--- config.mk ---
export PLATFORM = sky130hd
export DESIGN_NAME = sps_top
export DESIGN_NICKNAME = d
export VERILOG_FILES = /design/src/hdl/sps_pkg.sv /design/src/hdl/sps_stroke_if.sv /design/src/hdl/sps_timer.sv /design/src/hdl/sps_stroke.sv /design/src/hdl/sps_top.sv
export SDC_FILE = /design/constraint.sdc
export NUM_CORES = 1
export LEC_CHECK = 0
export BUFFER_PORTS_ARGS = -buffer_cell sky130_fd_sc_hd__buf_2
export CORE_MARGIN = 1.5
export CORE_UTILIZATION = 35
export CTS_CLUSTER_DIAMETER = 60
export DETAILED_ROUTE_END_ITERATION = 12
export GPL_TIMING_DRIVEN = 0
export PLACE_DENSITY = 0.49
export SLEW_MARGIN = 15
export SYNTH_ARGS = -nofsm -noshare
export SYNTH_HDL_FRONTEND = slang
export SYNTH_SLANG_ARGS = --single-unit
export TNS_END_PERCENT = 5
--- constraint.sdc ---
create_clock -name mclk -period 10.7 [get_ports mclk]
set_input_delay 2.14 -clock mclk [delete_from_list [all_inputs] [get_ports mclk]]
set_output_delay 2.14 -clock mclk [all_outputs]
set_load 0.03 [all_outputs]
--- src/hdl/sps_pkg.sv ---
// constants and types shared by the protection sequencer files
package sps_pkg;
  // ***********************************************************
  // clock and timing
  // ***********************************************************
  localparam int unsigned CLK_HZ         = 25_000_000;
  localparam int unsigned CYC_PER_US     = CLK_HZ / 1_000_000;
  localparam int unsigned SS_TIME_US     = 3_500;
  localparam int unsigned SS_CYC         = SS_TIME_US * CYC_PER_US;
  localparam int unsigned BO_TIME_MS     = 32;
  localparam int unsigned BO_CYC         = BO_TIME_MS * 1_000 * CYC_PER_US;
  localparam int unsigned OPP_TIME_MS    = 60;
  localparam int unsigned OPP_CYC        = OPP_TIME_MS * 1_000 * CYC_PER_US;
  localparam int unsigned SW_FREQ_HZ     = 65_000;
  localparam int unsigned SW_PERIOD_CYC  = CLK_HZ / SW_FREQ_HZ;
  localparam int unsigned MAX_DUTY_PCT   = 80;
  localparam int unsigned MAX_DUTY_CYC   = SW_PERIOD_CYC * MAX_DUTY_PCT / 100;
  localparam int unsigned LP_FACTOR      = 2;
  localparam int unsigned PHASE_TIME_US  = 100;
  localparam int unsigned PHASE_CYC      = PHASE_TIME_US * CYC_PER_US;
  // ***********************************************************
  // levels and counts
  // ***********************************************************
  localparam int unsigned PEAK_W         = 8;
  localparam int unsigned LOW_PEAK_PCT   = 25;
  localparam int unsigned BROWNIN_DEF    = 64;
  localparam int unsigned BROWNOUT_DEF   = 56;
  localparam int unsigned MAXDUTY_RUN    = 8;
  localparam int unsigned OVP_RUN        = 4;
  localparam int unsigned OTP_RUN        = 4;
  localparam logic [1:0]  RESTART_TRIPLE = 2'h3;
  localparam logic [1:0]  RESTART_SINGLE = 2'h1;
  // ***********************************************************
  // types
  // ***********************************************************
  typedef enum logic [5:0] {
    ST_OFF   = 6'h01,
    ST_WAIT  = 6'h02,
    ST_RUN   = 6'h04,
    ST_DISCH = 6'h08,
    ST_RECH  = 6'h10,
    ST_LATCH = 6'h20
  } sps_state_t;
  typedef enum logic [2:0] {
    CS_NONE = 3'h0,
    CS_OPP  = 3'h1,
    CS_UNDERVOLTAGE_LOCKOUT = 3'h2,
    CS_BO   = 3'h3,
    CS_MAXD = 3'h4,
    CS_OVP  = 3'h5,
    CS_OTP  = 3'h6
  } sps_cause_t;
endpackage

--- src/hdl/sps_stroke_if.sv ---
// stroke generator carrier between sequencer and stroke timing
`timescale 1ns/10ps
interface sps_stroke_if;
  logic enable;
  logic low_power;
  logic cs_trip;
  logic gate;
  logic cycle_end;
  logic max_hit;
  modport gen (input enable, low_power, cs_trip, output gate, cycle_end, max_hit);
  modport ctl (output enable, low_power, cs_trip, input gate, cycle_end, max_hit);
endinterface

--- src/hdl/sps_timer.sv ---
// persistence counter: counts steps with condition held, clears on a miss
`timescale 1ns/10ps
module sps_timer
  import sps_pkg::*;
#(
  parameter int unsigned LIMIT = 4,
  parameter int unsigned W     = $clog2(LIMIT + 1)
)(
  input  wire logic mclk,
  input  wire logic rst,
  input  wire logic clr,
  input  wire logic step,
  input  wire logic cond,
  output logic      fire
);
  logic [W-1:0] cnt;

  if (LIMIT < 1) begin : g_bad_limit
    $error("sps_timer: LIMIT must be at least 1");
  end

  always_ff @(posedge mclk or posedge rst) begin
    if (rst) begin
      cnt <= '0;
    end else if (clr) begin
      cnt <= '0;
    end else if (step) begin
      if (!cond) begin
        cnt <= '0;
      end else if (cnt != W'(LIMIT)) begin
        cnt <= cnt + 1'b1;
      end
    end
  end

  assign fire = (cnt == W'(LIMIT));
endmodule // sps_timer

--- src/hdl/sps_stroke.sv ---
// switching stroke timing with duty limit and low-power period stretch
`timescale 1ns/10ps
module sps_stroke
  import sps_pkg::*;
#(
  parameter int unsigned PERIOD = SW_PERIOD_CYC,
  parameter int unsigned MAXD   = MAX_DUTY_CYC,
  parameter int unsigned LPF    = LP_FACTOR
)(
  input  wire logic mclk,
  input  wire logic rst,
  sps_stroke_if.gen sw
);
  localparam int unsigned CW = $clog2(PERIOD * LPF + 1);
  logic [CW-1:0] cnt;
  logic [CW-1:0] on_cnt;
  logic          period_end;

  if (MAXD < 1 || MAXD >= PERIOD || LPF < 1) begin : g_bad_cfg
    $error("sps_stroke: duty limit must lie inside the period");
  end

  // low power keeps the peak fixed and stretches the period instead
  // at-or-above, so leaving low power late in a long period cannot skip the end
  assign period_end = (cnt >= (sw.low_power ? CW'(PERIOD * LPF - 1) : CW'(PERIOD - 1)));

  always_ff @(posedge mclk or posedge rst) begin
    if (rst) begin
      cnt <= '0;
    end else if (!sw.enable || period_end) begin
      cnt <= '0;
    end else begin
      cnt <= cnt + 1'b1;
    end
  end

  always_ff @(posedge mclk or posedge rst) begin
    if (rst) begin
      sw.gate <= 1'b0;
    end else if (!sw.enable) begin
      sw.gate <= 1'b0;
    end else if (cnt == CW'(MAXD)) begin
      sw.gate <= 1'b0;
    end else if (cnt == '0) begin
      sw.gate <= 1'b1;
    end else if (sw.cs_trip) begin
      sw.gate <= 1'b0;
    end
  end

  // hit flag holds through the cycle_end pulse so the counter sees it
  always_ff @(posedge mclk or posedge rst) begin
    if (rst) begin
      sw.max_hit <= 1'b0;
    end else if (!sw.enable || cnt == '0) begin
      sw.max_hit <= 1'b0;
    end else if (cnt == CW'(MAXD) && sw.gate) begin
      sw.max_hit <= 1'b1;
    end
  end

  always_ff @(posedge mclk or posedge rst) begin
    if (rst) begin
      sw.cycle_end <= 1'b0;
    end else begin
      sw.cycle_end <= sw.enable && period_end;
    end
  end

  always_ff @(posedge mclk or posedge rst) begin
    if (rst) begin
      on_cnt <= '0;
    end else if (sw.gate) begin
      on_cnt <= on_cnt + 1'b1;
    end else begin
      on_cnt <= '0;
    end
  end
endmodule // sps_stroke

--- src/hdl/sps_top.sv ---
// start-up, restart and protection sequencer for a flyback controller
// Overview of operation
// - switching waits for start level, mains above brown-in and protect level
// - each start ramps the peak limit over 3.5 ms soft-start
// - any protection stops switching at once, then restart or latch
// - overpower, lockout, brownout, max duty, overvoltage, ext temp restart; die latches
// - restart waits for lockout level, then power-down until start level
// - discharge-recharge cycle runs once or three times by cause
// - latched protection enters power-down at once and stays until supply removed
// - supply below lockout while running stops switching and awaits recharge
// - internal clock alternates mains and temperature periods on protect input
// - mains period stores input current; start allowed above brown-in
// - mains below brownout for 32 ms stops switching, single restart
// - four temperature periods below protect level trigger overtemperature
// - stored mains current cancels offset and feeds line compensation
// - every stroke ends by the 80 % duty limit
// - eight consecutive max-duty strokes trigger restart protection
// - low power fixes peak at 25 % and lowers frequency
// - peak control over 400 mV for 60 ms raises overpower, triple restart
// - four consecutive cycles of supply overvoltage trigger protection, else clear
`timescale 1ns/10ps
module sps_top
  import sps_pkg::*;
#(
  parameter int unsigned SS_CYCLES     = SS_CYC,
  parameter int unsigned BO_CYCLES     = BO_CYC,
  parameter int unsigned OPP_CYCLES    = OPP_CYC,
  parameter int unsigned PW            = PEAK_W,
  parameter int unsigned BROWNIN_LVL   = BROWNIN_DEF,
  parameter int unsigned BROWNOUT_LVL  = BROWNOUT_DEF,
  parameter bit          EXT_OTP_LATCH = 1'b0
)(
  input  wire logic          mclk,
  input  wire logic          rst,
  input  wire logic          vcc_start,
  input  wire logic          undervoltage_lockout,
  input  wire logic          vcc_ovp,
  input  wire logic          protect_det,
  input  wire logic [PW-1:0] mains_current,
  input  wire logic [PW-1:0] ctrl_level,
  input  wire logic          overload,
  input  wire logic          current_sense_input,
  input  wire logic          low_power,
  input  wire logic          die_hot,
  output logic               gate,
  output logic [PW-1:0]      peak_limit,
  output logic               power_down,
  output logic               latch_clamp,
  output logic               measure_mains,
  output logic [PW-1:0]      stored_current,
  output sps_cause_t         restart_cause
);
  // ***********************************************************
  // derived constants
  // ***********************************************************
  localparam int unsigned PEAK_MAX = (2 ** PW) - 1;
  localparam logic [PW-1:0] PEAK_LOW = PW'(PEAK_MAX * LOW_PEAK_PCT / 100);
  localparam int unsigned SS_STEP = SS_CYCLES / PEAK_MAX;
  localparam int unsigned SSW = $clog2(SS_STEP + 1);
  localparam int unsigned PHW = $clog2(PHASE_CYC + 1);

  if (SS_STEP < 1 || BROWNOUT_LVL > BROWNIN_LVL || BROWNIN_LVL > PEAK_MAX) begin : g_bad_cfg
    $error("sps_top: soft-start too short or mains levels out of order");
  end

  sps_state_t     state;
  sps_state_t     next_state;
  logic [1:0]     restart_left;
  logic [PW-1:0]  ramp;
  logic [SSW-1:0] ss_pre;
  logic [PHW-1:0] phase_cnt;
  logic           phase_end;
  logic           st_run;
  logic           brownin_ok;
  logic           opp_fire;
  logic           bo_fire;
  logic           md_fire;
  logic           ovp_fire;
  logic           otp_fire;
  logic           latch_fault;
  logic           restart_fault;
  logic           fault_any;

  sps_stroke_if sw ();

  // ***********************************************************
  // measurement phases on the protect input
  // ***********************************************************
  assign phase_end = (phase_cnt == PHW'(PHASE_CYC - 1));

  always_ff @(posedge mclk or posedge rst) begin
    if (rst) begin
      phase_cnt <= '0;
    end else if (phase_end) begin
      phase_cnt <= '0;
    end else begin
      phase_cnt <= phase_cnt + 1'b1;
    end
  end

  // one phase at a time, so mains and temperature never overlap
  always_ff @(posedge mclk or posedge rst) begin
    if (rst) begin
      measure_mains <= 1'b1;
    end else if (phase_end) begin
      measure_mains <= !measure_mains;
    end
  end

  // held value doubles as offset cancel and line compensation input
  always_ff @(posedge mclk or posedge rst) begin
    if (rst) begin
      stored_current <= '0;
    end else if (phase_end && measure_mains) begin
      stored_current <= mains_current;
    end
  end

  assign brownin_ok = (stored_current > PW'(BROWNIN_LVL));

  // ***********************************************************
  // fault detectors
  // ***********************************************************
  assign st_run = (state == ST_RUN);

  sps_timer #(.LIMIT(OPP_CYCLES)) u_opp (
    .mclk (mclk),
    .rst  (rst),
    .clr  (!st_run),
    .step (1'b1),
    .cond (overload),
    .fire (opp_fire)
  );

  sps_timer #(.LIMIT(BO_CYCLES)) u_bo (
    .mclk (mclk),
    .rst  (rst),
    .clr  (!st_run),
    .step (1'b1),
    .cond (stored_current < PW'(BROWNOUT_LVL)),
    .fire (bo_fire)
  );

  sps_timer #(.LIMIT(MAXDUTY_RUN)) u_md (
    .mclk (mclk),
    .rst  (rst),
    .clr  (!st_run),
    .step (sw.cycle_end),
    .cond (sw.max_hit),
    .fire (md_fire)
  );

  sps_timer #(.LIMIT(OVP_RUN)) u_ovp (
    .mclk (mclk),
    .rst  (rst),
    .clr  (!st_run),
    .step (sw.cycle_end),
    .cond (vcc_ovp),
    .fire (ovp_fire)
  );

  sps_timer #(.LIMIT(OTP_RUN)) u_otp (
    .mclk (mclk),
    .rst  (rst),
    .clr  (!st_run),
    .step (phase_end && !measure_mains),
    .cond (!protect_det),
    .fire (otp_fire)
  );

  assign latch_fault   = die_hot || (EXT_OTP_LATCH && otp_fire);
  assign restart_fault = opp_fire || undervoltage_lockout || bo_fire || md_fire ||
                         ovp_fire || (!EXT_OTP_LATCH && otp_fire);
  assign fault_any     = latch_fault || restart_fault;

  // ***********************************************************
  // sequencer
  // ***********************************************************
  always_comb begin
    next_state = state;
    case (state)
      ST_OFF: begin
        if (vcc_start) next_state = ST_WAIT;
      end
      ST_WAIT: begin
        if (undervoltage_lockout) next_state = ST_OFF;
        else if (brownin_ok && protect_det) next_state = ST_RUN;
      end
      ST_RUN: begin
        if (latch_fault) next_state = ST_LATCH;
        else if (restart_fault) next_state = ST_DISCH;
      end
      ST_DISCH: begin
        if (undervoltage_lockout) next_state = ST_RECH;
      end
      ST_RECH: begin
        if (vcc_start) next_state = (restart_left > 2'h1) ? ST_DISCH : ST_WAIT;
      end
      ST_LATCH: begin
        next_state = ST_LATCH;
      end
      default: begin
        next_state = ST_OFF;
      end
    endcase
  end

  always_ff @(posedge mclk or posedge rst) begin
    if (rst) begin
      state <= ST_OFF;
    end else begin
      state <= next_state;
    end
  end

  always_ff @(posedge mclk or posedge rst) begin
    if (rst) begin
      restart_left <= 2'h0;
    end else if (st_run && restart_fault && !latch_fault) begin
      restart_left <= opp_fire ? RESTART_TRIPLE : RESTART_SINGLE;
    end else if (state == ST_RECH && vcc_start) begin
      restart_left <= (restart_left > 2'h1) ? restart_left - 2'h1 : 2'h0;
    end
  end

  // priority fixes one cause when several detectors fire together
  always_ff @(posedge mclk or posedge rst) begin
    if (rst) begin
      restart_cause <= CS_NONE;
    end else if (st_run && restart_fault && !latch_fault) begin
      if (opp_fire) restart_cause <= CS_OPP;
      else if (undervoltage_lockout) restart_cause <= CS_UNDERVOLTAGE_LOCKOUT;
      else if (bo_fire) restart_cause <= CS_BO;
      else if (md_fire) restart_cause <= CS_MAXD;
      else if (ovp_fire) restart_cause <= CS_OVP;
      else restart_cause <= CS_OTP;
    end
  end

  always_ff @(posedge mclk or posedge rst) begin
    if (rst) begin
      power_down  <= 1'b1;
      latch_clamp <= 1'b0;
    end else begin
      power_down  <= (next_state == ST_OFF) || (next_state == ST_RECH) ||
                     (next_state == ST_LATCH);
      latch_clamp <= (next_state == ST_LATCH);
    end
  end

  // ***********************************************************
  // soft-start and peak limit
  // ***********************************************************
  always_ff @(posedge mclk or posedge rst) begin
    if (rst) begin
      ss_pre <= '0;
      ramp   <= '0;
    end else if (!st_run) begin
      ss_pre <= '0;
      ramp   <= '0;
    end else if (ss_pre == SSW'(SS_STEP - 1)) begin
      ss_pre <= '0;
      if (ramp != PW'(PEAK_MAX)) ramp <= ramp + 1'b1;
    end else begin
      ss_pre <= ss_pre + 1'b1;
    end
  end

  always_ff @(posedge mclk or posedge rst) begin
    if (rst) begin
      peak_limit <= '0;
    end else if (low_power) begin
      peak_limit <= PEAK_LOW;
    end else begin
      peak_limit <= (ctrl_level < ramp) ? ctrl_level : ramp;
    end
  end

  // ***********************************************************
  // stroke timing
  // ***********************************************************
  assign sw.enable    = st_run && !fault_any;
  assign sw.low_power = low_power;
  assign sw.cs_trip   = current_sense_input;
  assign gate         = sw.gate;

  sps_stroke u_stroke (
    .mclk (mclk),
    .rst  (rst),
    .sw   (sw)
  );
endmodule // sps_top

==> run metrics <==
placed cell count=910; Commonest cells post-synth=dfrtp_1, nor2_1, nand2_1, xor2_1, nand3_1; first drt pass iteration count=4; P_leak=3.179 nW; final total negative setup slack=0 ns; total number of vias=4,614; horizontal die dimension=136.9 um; start point of the critical path=ctrl_level[5]; setup slack after placement=6.648 ns; Slowest-stage cell, CP=a31oi_1; final setup violating endpoints=0; clock root cell=clkbuf_16; non-filler cells, final=943; final estimated routing congestion in global placement=0.8017; type of the worst setup path=input pin to flip-flop; wire length of the first global-routing pass=21.63 mm; final hold violations=0; post-route DRC violation count=0; overall die area=18,740 um2; post-CTS setup buffer count=0; detailed-route wire length on metal 1=6.132 mm; count of buffer and inverter cells on the critical path=1; post-synthesis sequential element count=123; Die Span Y=136.9 um; vias in the first global route=4,594; Hold/Removal Path Class=flip-flop to flip-flop; CTS H-tree lvls=4; Inserted Clock Buffers=17; clock network latency to the later pin of the worst-skew pair=0.42 ns; sequential area share after synthesis=0.4911; critical path cell sequence=buf_2, ha_1, a2111oi_0, nand2_1, o21ai_0, a31oi_1, mux2i_1; Synth Warn #=0; synthesized area divided by synthesized cell count=9.866 um2; crit path launch type=input pin; number of placement rows=48; violation count after the first detailed-routing iteration=176; Post-Route WL=12.82 mm; Worst slew margin=0.2289; top achievable clock speed=0.2784 GHz; per-cell routed wire length=13.59 um; time the worst path needs with I/O delays and setup=3.592 ns; overall fraction of global-route tracks in use=0.1488; clock transition at the register clock pins on the worst setup and hold paths after CTS=0.06 ns; largest net degree at the start of global routing=83; met3 routed wirelength=397 um; pwr dens=149.4 nW/um2; type of destination of the critical path=flip-flop; leftover overflow at the end of global routing=0; clock tree from TritonCTS=yes; part of the cycle the worst path needs=0.3357; Slew @ Worst Pin=1.142 ns; Resize count post-CTS=0; worst vdd ir=0.09769 mV; netlist area before placement=6275 um2; synthesis-to-finish area growth=18.19%; cells taking the most area after synthesis=dfrtp_1, nor2_1, xor2_1, ha_1, xnor2_1; hold buffer count at cts=0; Post-synth EDFFs=0; share of async-settable or async-resettable flops after synthesis=1.000; number of I/O port buffers=48; dominant delay contributor by cell family on the critical path=compound AO/OA/AOI/OAI gates; arrival time at the worst endpoint=3.92 ns; Synthesized Nets=688; maximum clock skew at final layout=0.01071 ns; dominant register cell in the synthesized netlist=dfrtp_1; area fraction of the dominant cell type after synthesis=0.4786; number of sinks handled by clock tree synthesis=123; area inside the core boundary=17,420 um2; layout cell share with drive strength beyond 1=0.1618; initial antenna violation count=1; top-count cell post-synth=dfrtp_1; library cell occupying the most area in the post-synthesis netlist=dfrtp_1; Worst path max stage delay=0.83 ns; outcome=completed; max-slew violation count=0; total I/O pin count=49; placed wire-length estimate after detailed placement=9.201 mm; number of max-capacitance violations reported=0; Final #Nets=756; effective utilization at floorplan=0.3603; remaining antenna violation count after routing=0; count of cell types in the netlist=61; number of instances in the synthesized netlist=636; CP Max Fanout=8; buffer depth of the longest clock path=2; average vias per placed instance=4.893; post-route total power=1.108 mW; Worst Min Path Start=phase_cnt[10]$_DFF_PP0_; WP data required=11.03 ns; setup repair after global routing missed its margin=false; Top Layer Used=met4; wire length on met2=6.111 mm; slack of the critical path=7.108 ns; Reg2Reg Launch Point=u_bo.cnt[0]$_DFFE_PP0P_
==> registers in the layout, indices dropped and copies added, names as in the netlist, 4 cells and up <==
register        cells
stored_current      8
state               6
u_stroke.cnt       10
u_bo.cnt           20
u_opp.cnt          21
ramp                8
peak_limit          8
ss_pre              9
u_md.cnt            4
phase_cnt          12
==> cells by family (layout without fill, tap and decap cells) <==
kind of cell / count (synthesis) / after routing / synth area share
compound gates: 59 / 59 / 0.05943
fa+ha+maj: 26 / 26 / 0.05184
mux: 21 / 21 / 0.03549
other cells: 0 / 1 / 0
flops: 123 / 123 / 0.4911
simple gates: 293 / 293 / 0.2357
buf+inv: 43 / 124 / 0.02732
xor+xnor: 71 / 71 / 0.09910
==> per-stage QoR <==
step,hold slack (ns),area [um2],util
after floorplan,0.4511,6275,-
after global placement,0.4732,6797,0.3902
after detailed placement,0.4723,6829,0.3921
after CTS,0.4844,7413,0.4256
after global routing,0.5161,7416,0.4258
final,0.4831,7416,0.4258
==> cell type report <==
type	instances	area [um2]
Inverter	30	117.6
Clock buffer	18	439.2
Buffer	13	58.81
Antenna cell	1	2.502
Multi-Input combinational cell	470	3022
Fill cell	1698	10000
Sequential cell	123	3082
Timing Repair Buffer	49	267.8
Clock inverter	14	145.1
Tap cell	225	281.5
==> cell usage in the layout (no fill, tap or decap), types with 17 or more instances in the layout <==
| master | synthesis | final |
|---|---|---|
| nor2_1 | 105 | 105 |
| nand3_1 | 35 | 35 |
| dfrtp_1 | 120 | 120 |
| nand2_1 | 53 | 53 |
| inv_1 | 30 | 29 |
| buf_2 | 2 | 50 |
| ha_1 | 26 | 26 |
| xor2_1 | 42 | 42 |
| clkbuf_16 | 0 | 17 |
| xnor2_1 | 29 | 29 |
| nand4_1 | 17 | 17 |
==> final timing paths <==
| kind | to | slack, ns | cells after the start |
|---|---|---|---|
| setup / recovery | peak_limit[4]$_DFF_PP0_ | 7.11 | 7 |
| max in group asynchronous | u_opp.cnt[7]$_DFFE_PP0P_ | 8.23 | 3 |
| hold / removal | phase_cnt[10]$_DFF_PP0_ | 0.48 | 1 |
| min in group asynchronous | phase_cnt[0]$_DFF_PP0_ | 1.73 | 2 |
| setup reg to reg | power_down$_DFF_PP1_ | 8.03 | 8 |
| hold reg to reg | phase_cnt[10]$_DFF_PP0_ | 0.48 | 1 |
==> metal layers <==
metal	vias to the layer above	GRT usage
li1	2321	-
met1	2227	0.1877
met2	55	0.2412
met3	11	0.04148
met4	0	0.05906
met5	-	0
==> report_power, final <==
group	switching [mW]	internal, mW
clock network	0.216	0.349
registers	0.00478	0.475
logic	0.0419	0.0221
total	0.263	0.845
Note: power is estimated with default switching activity, not from simulation.
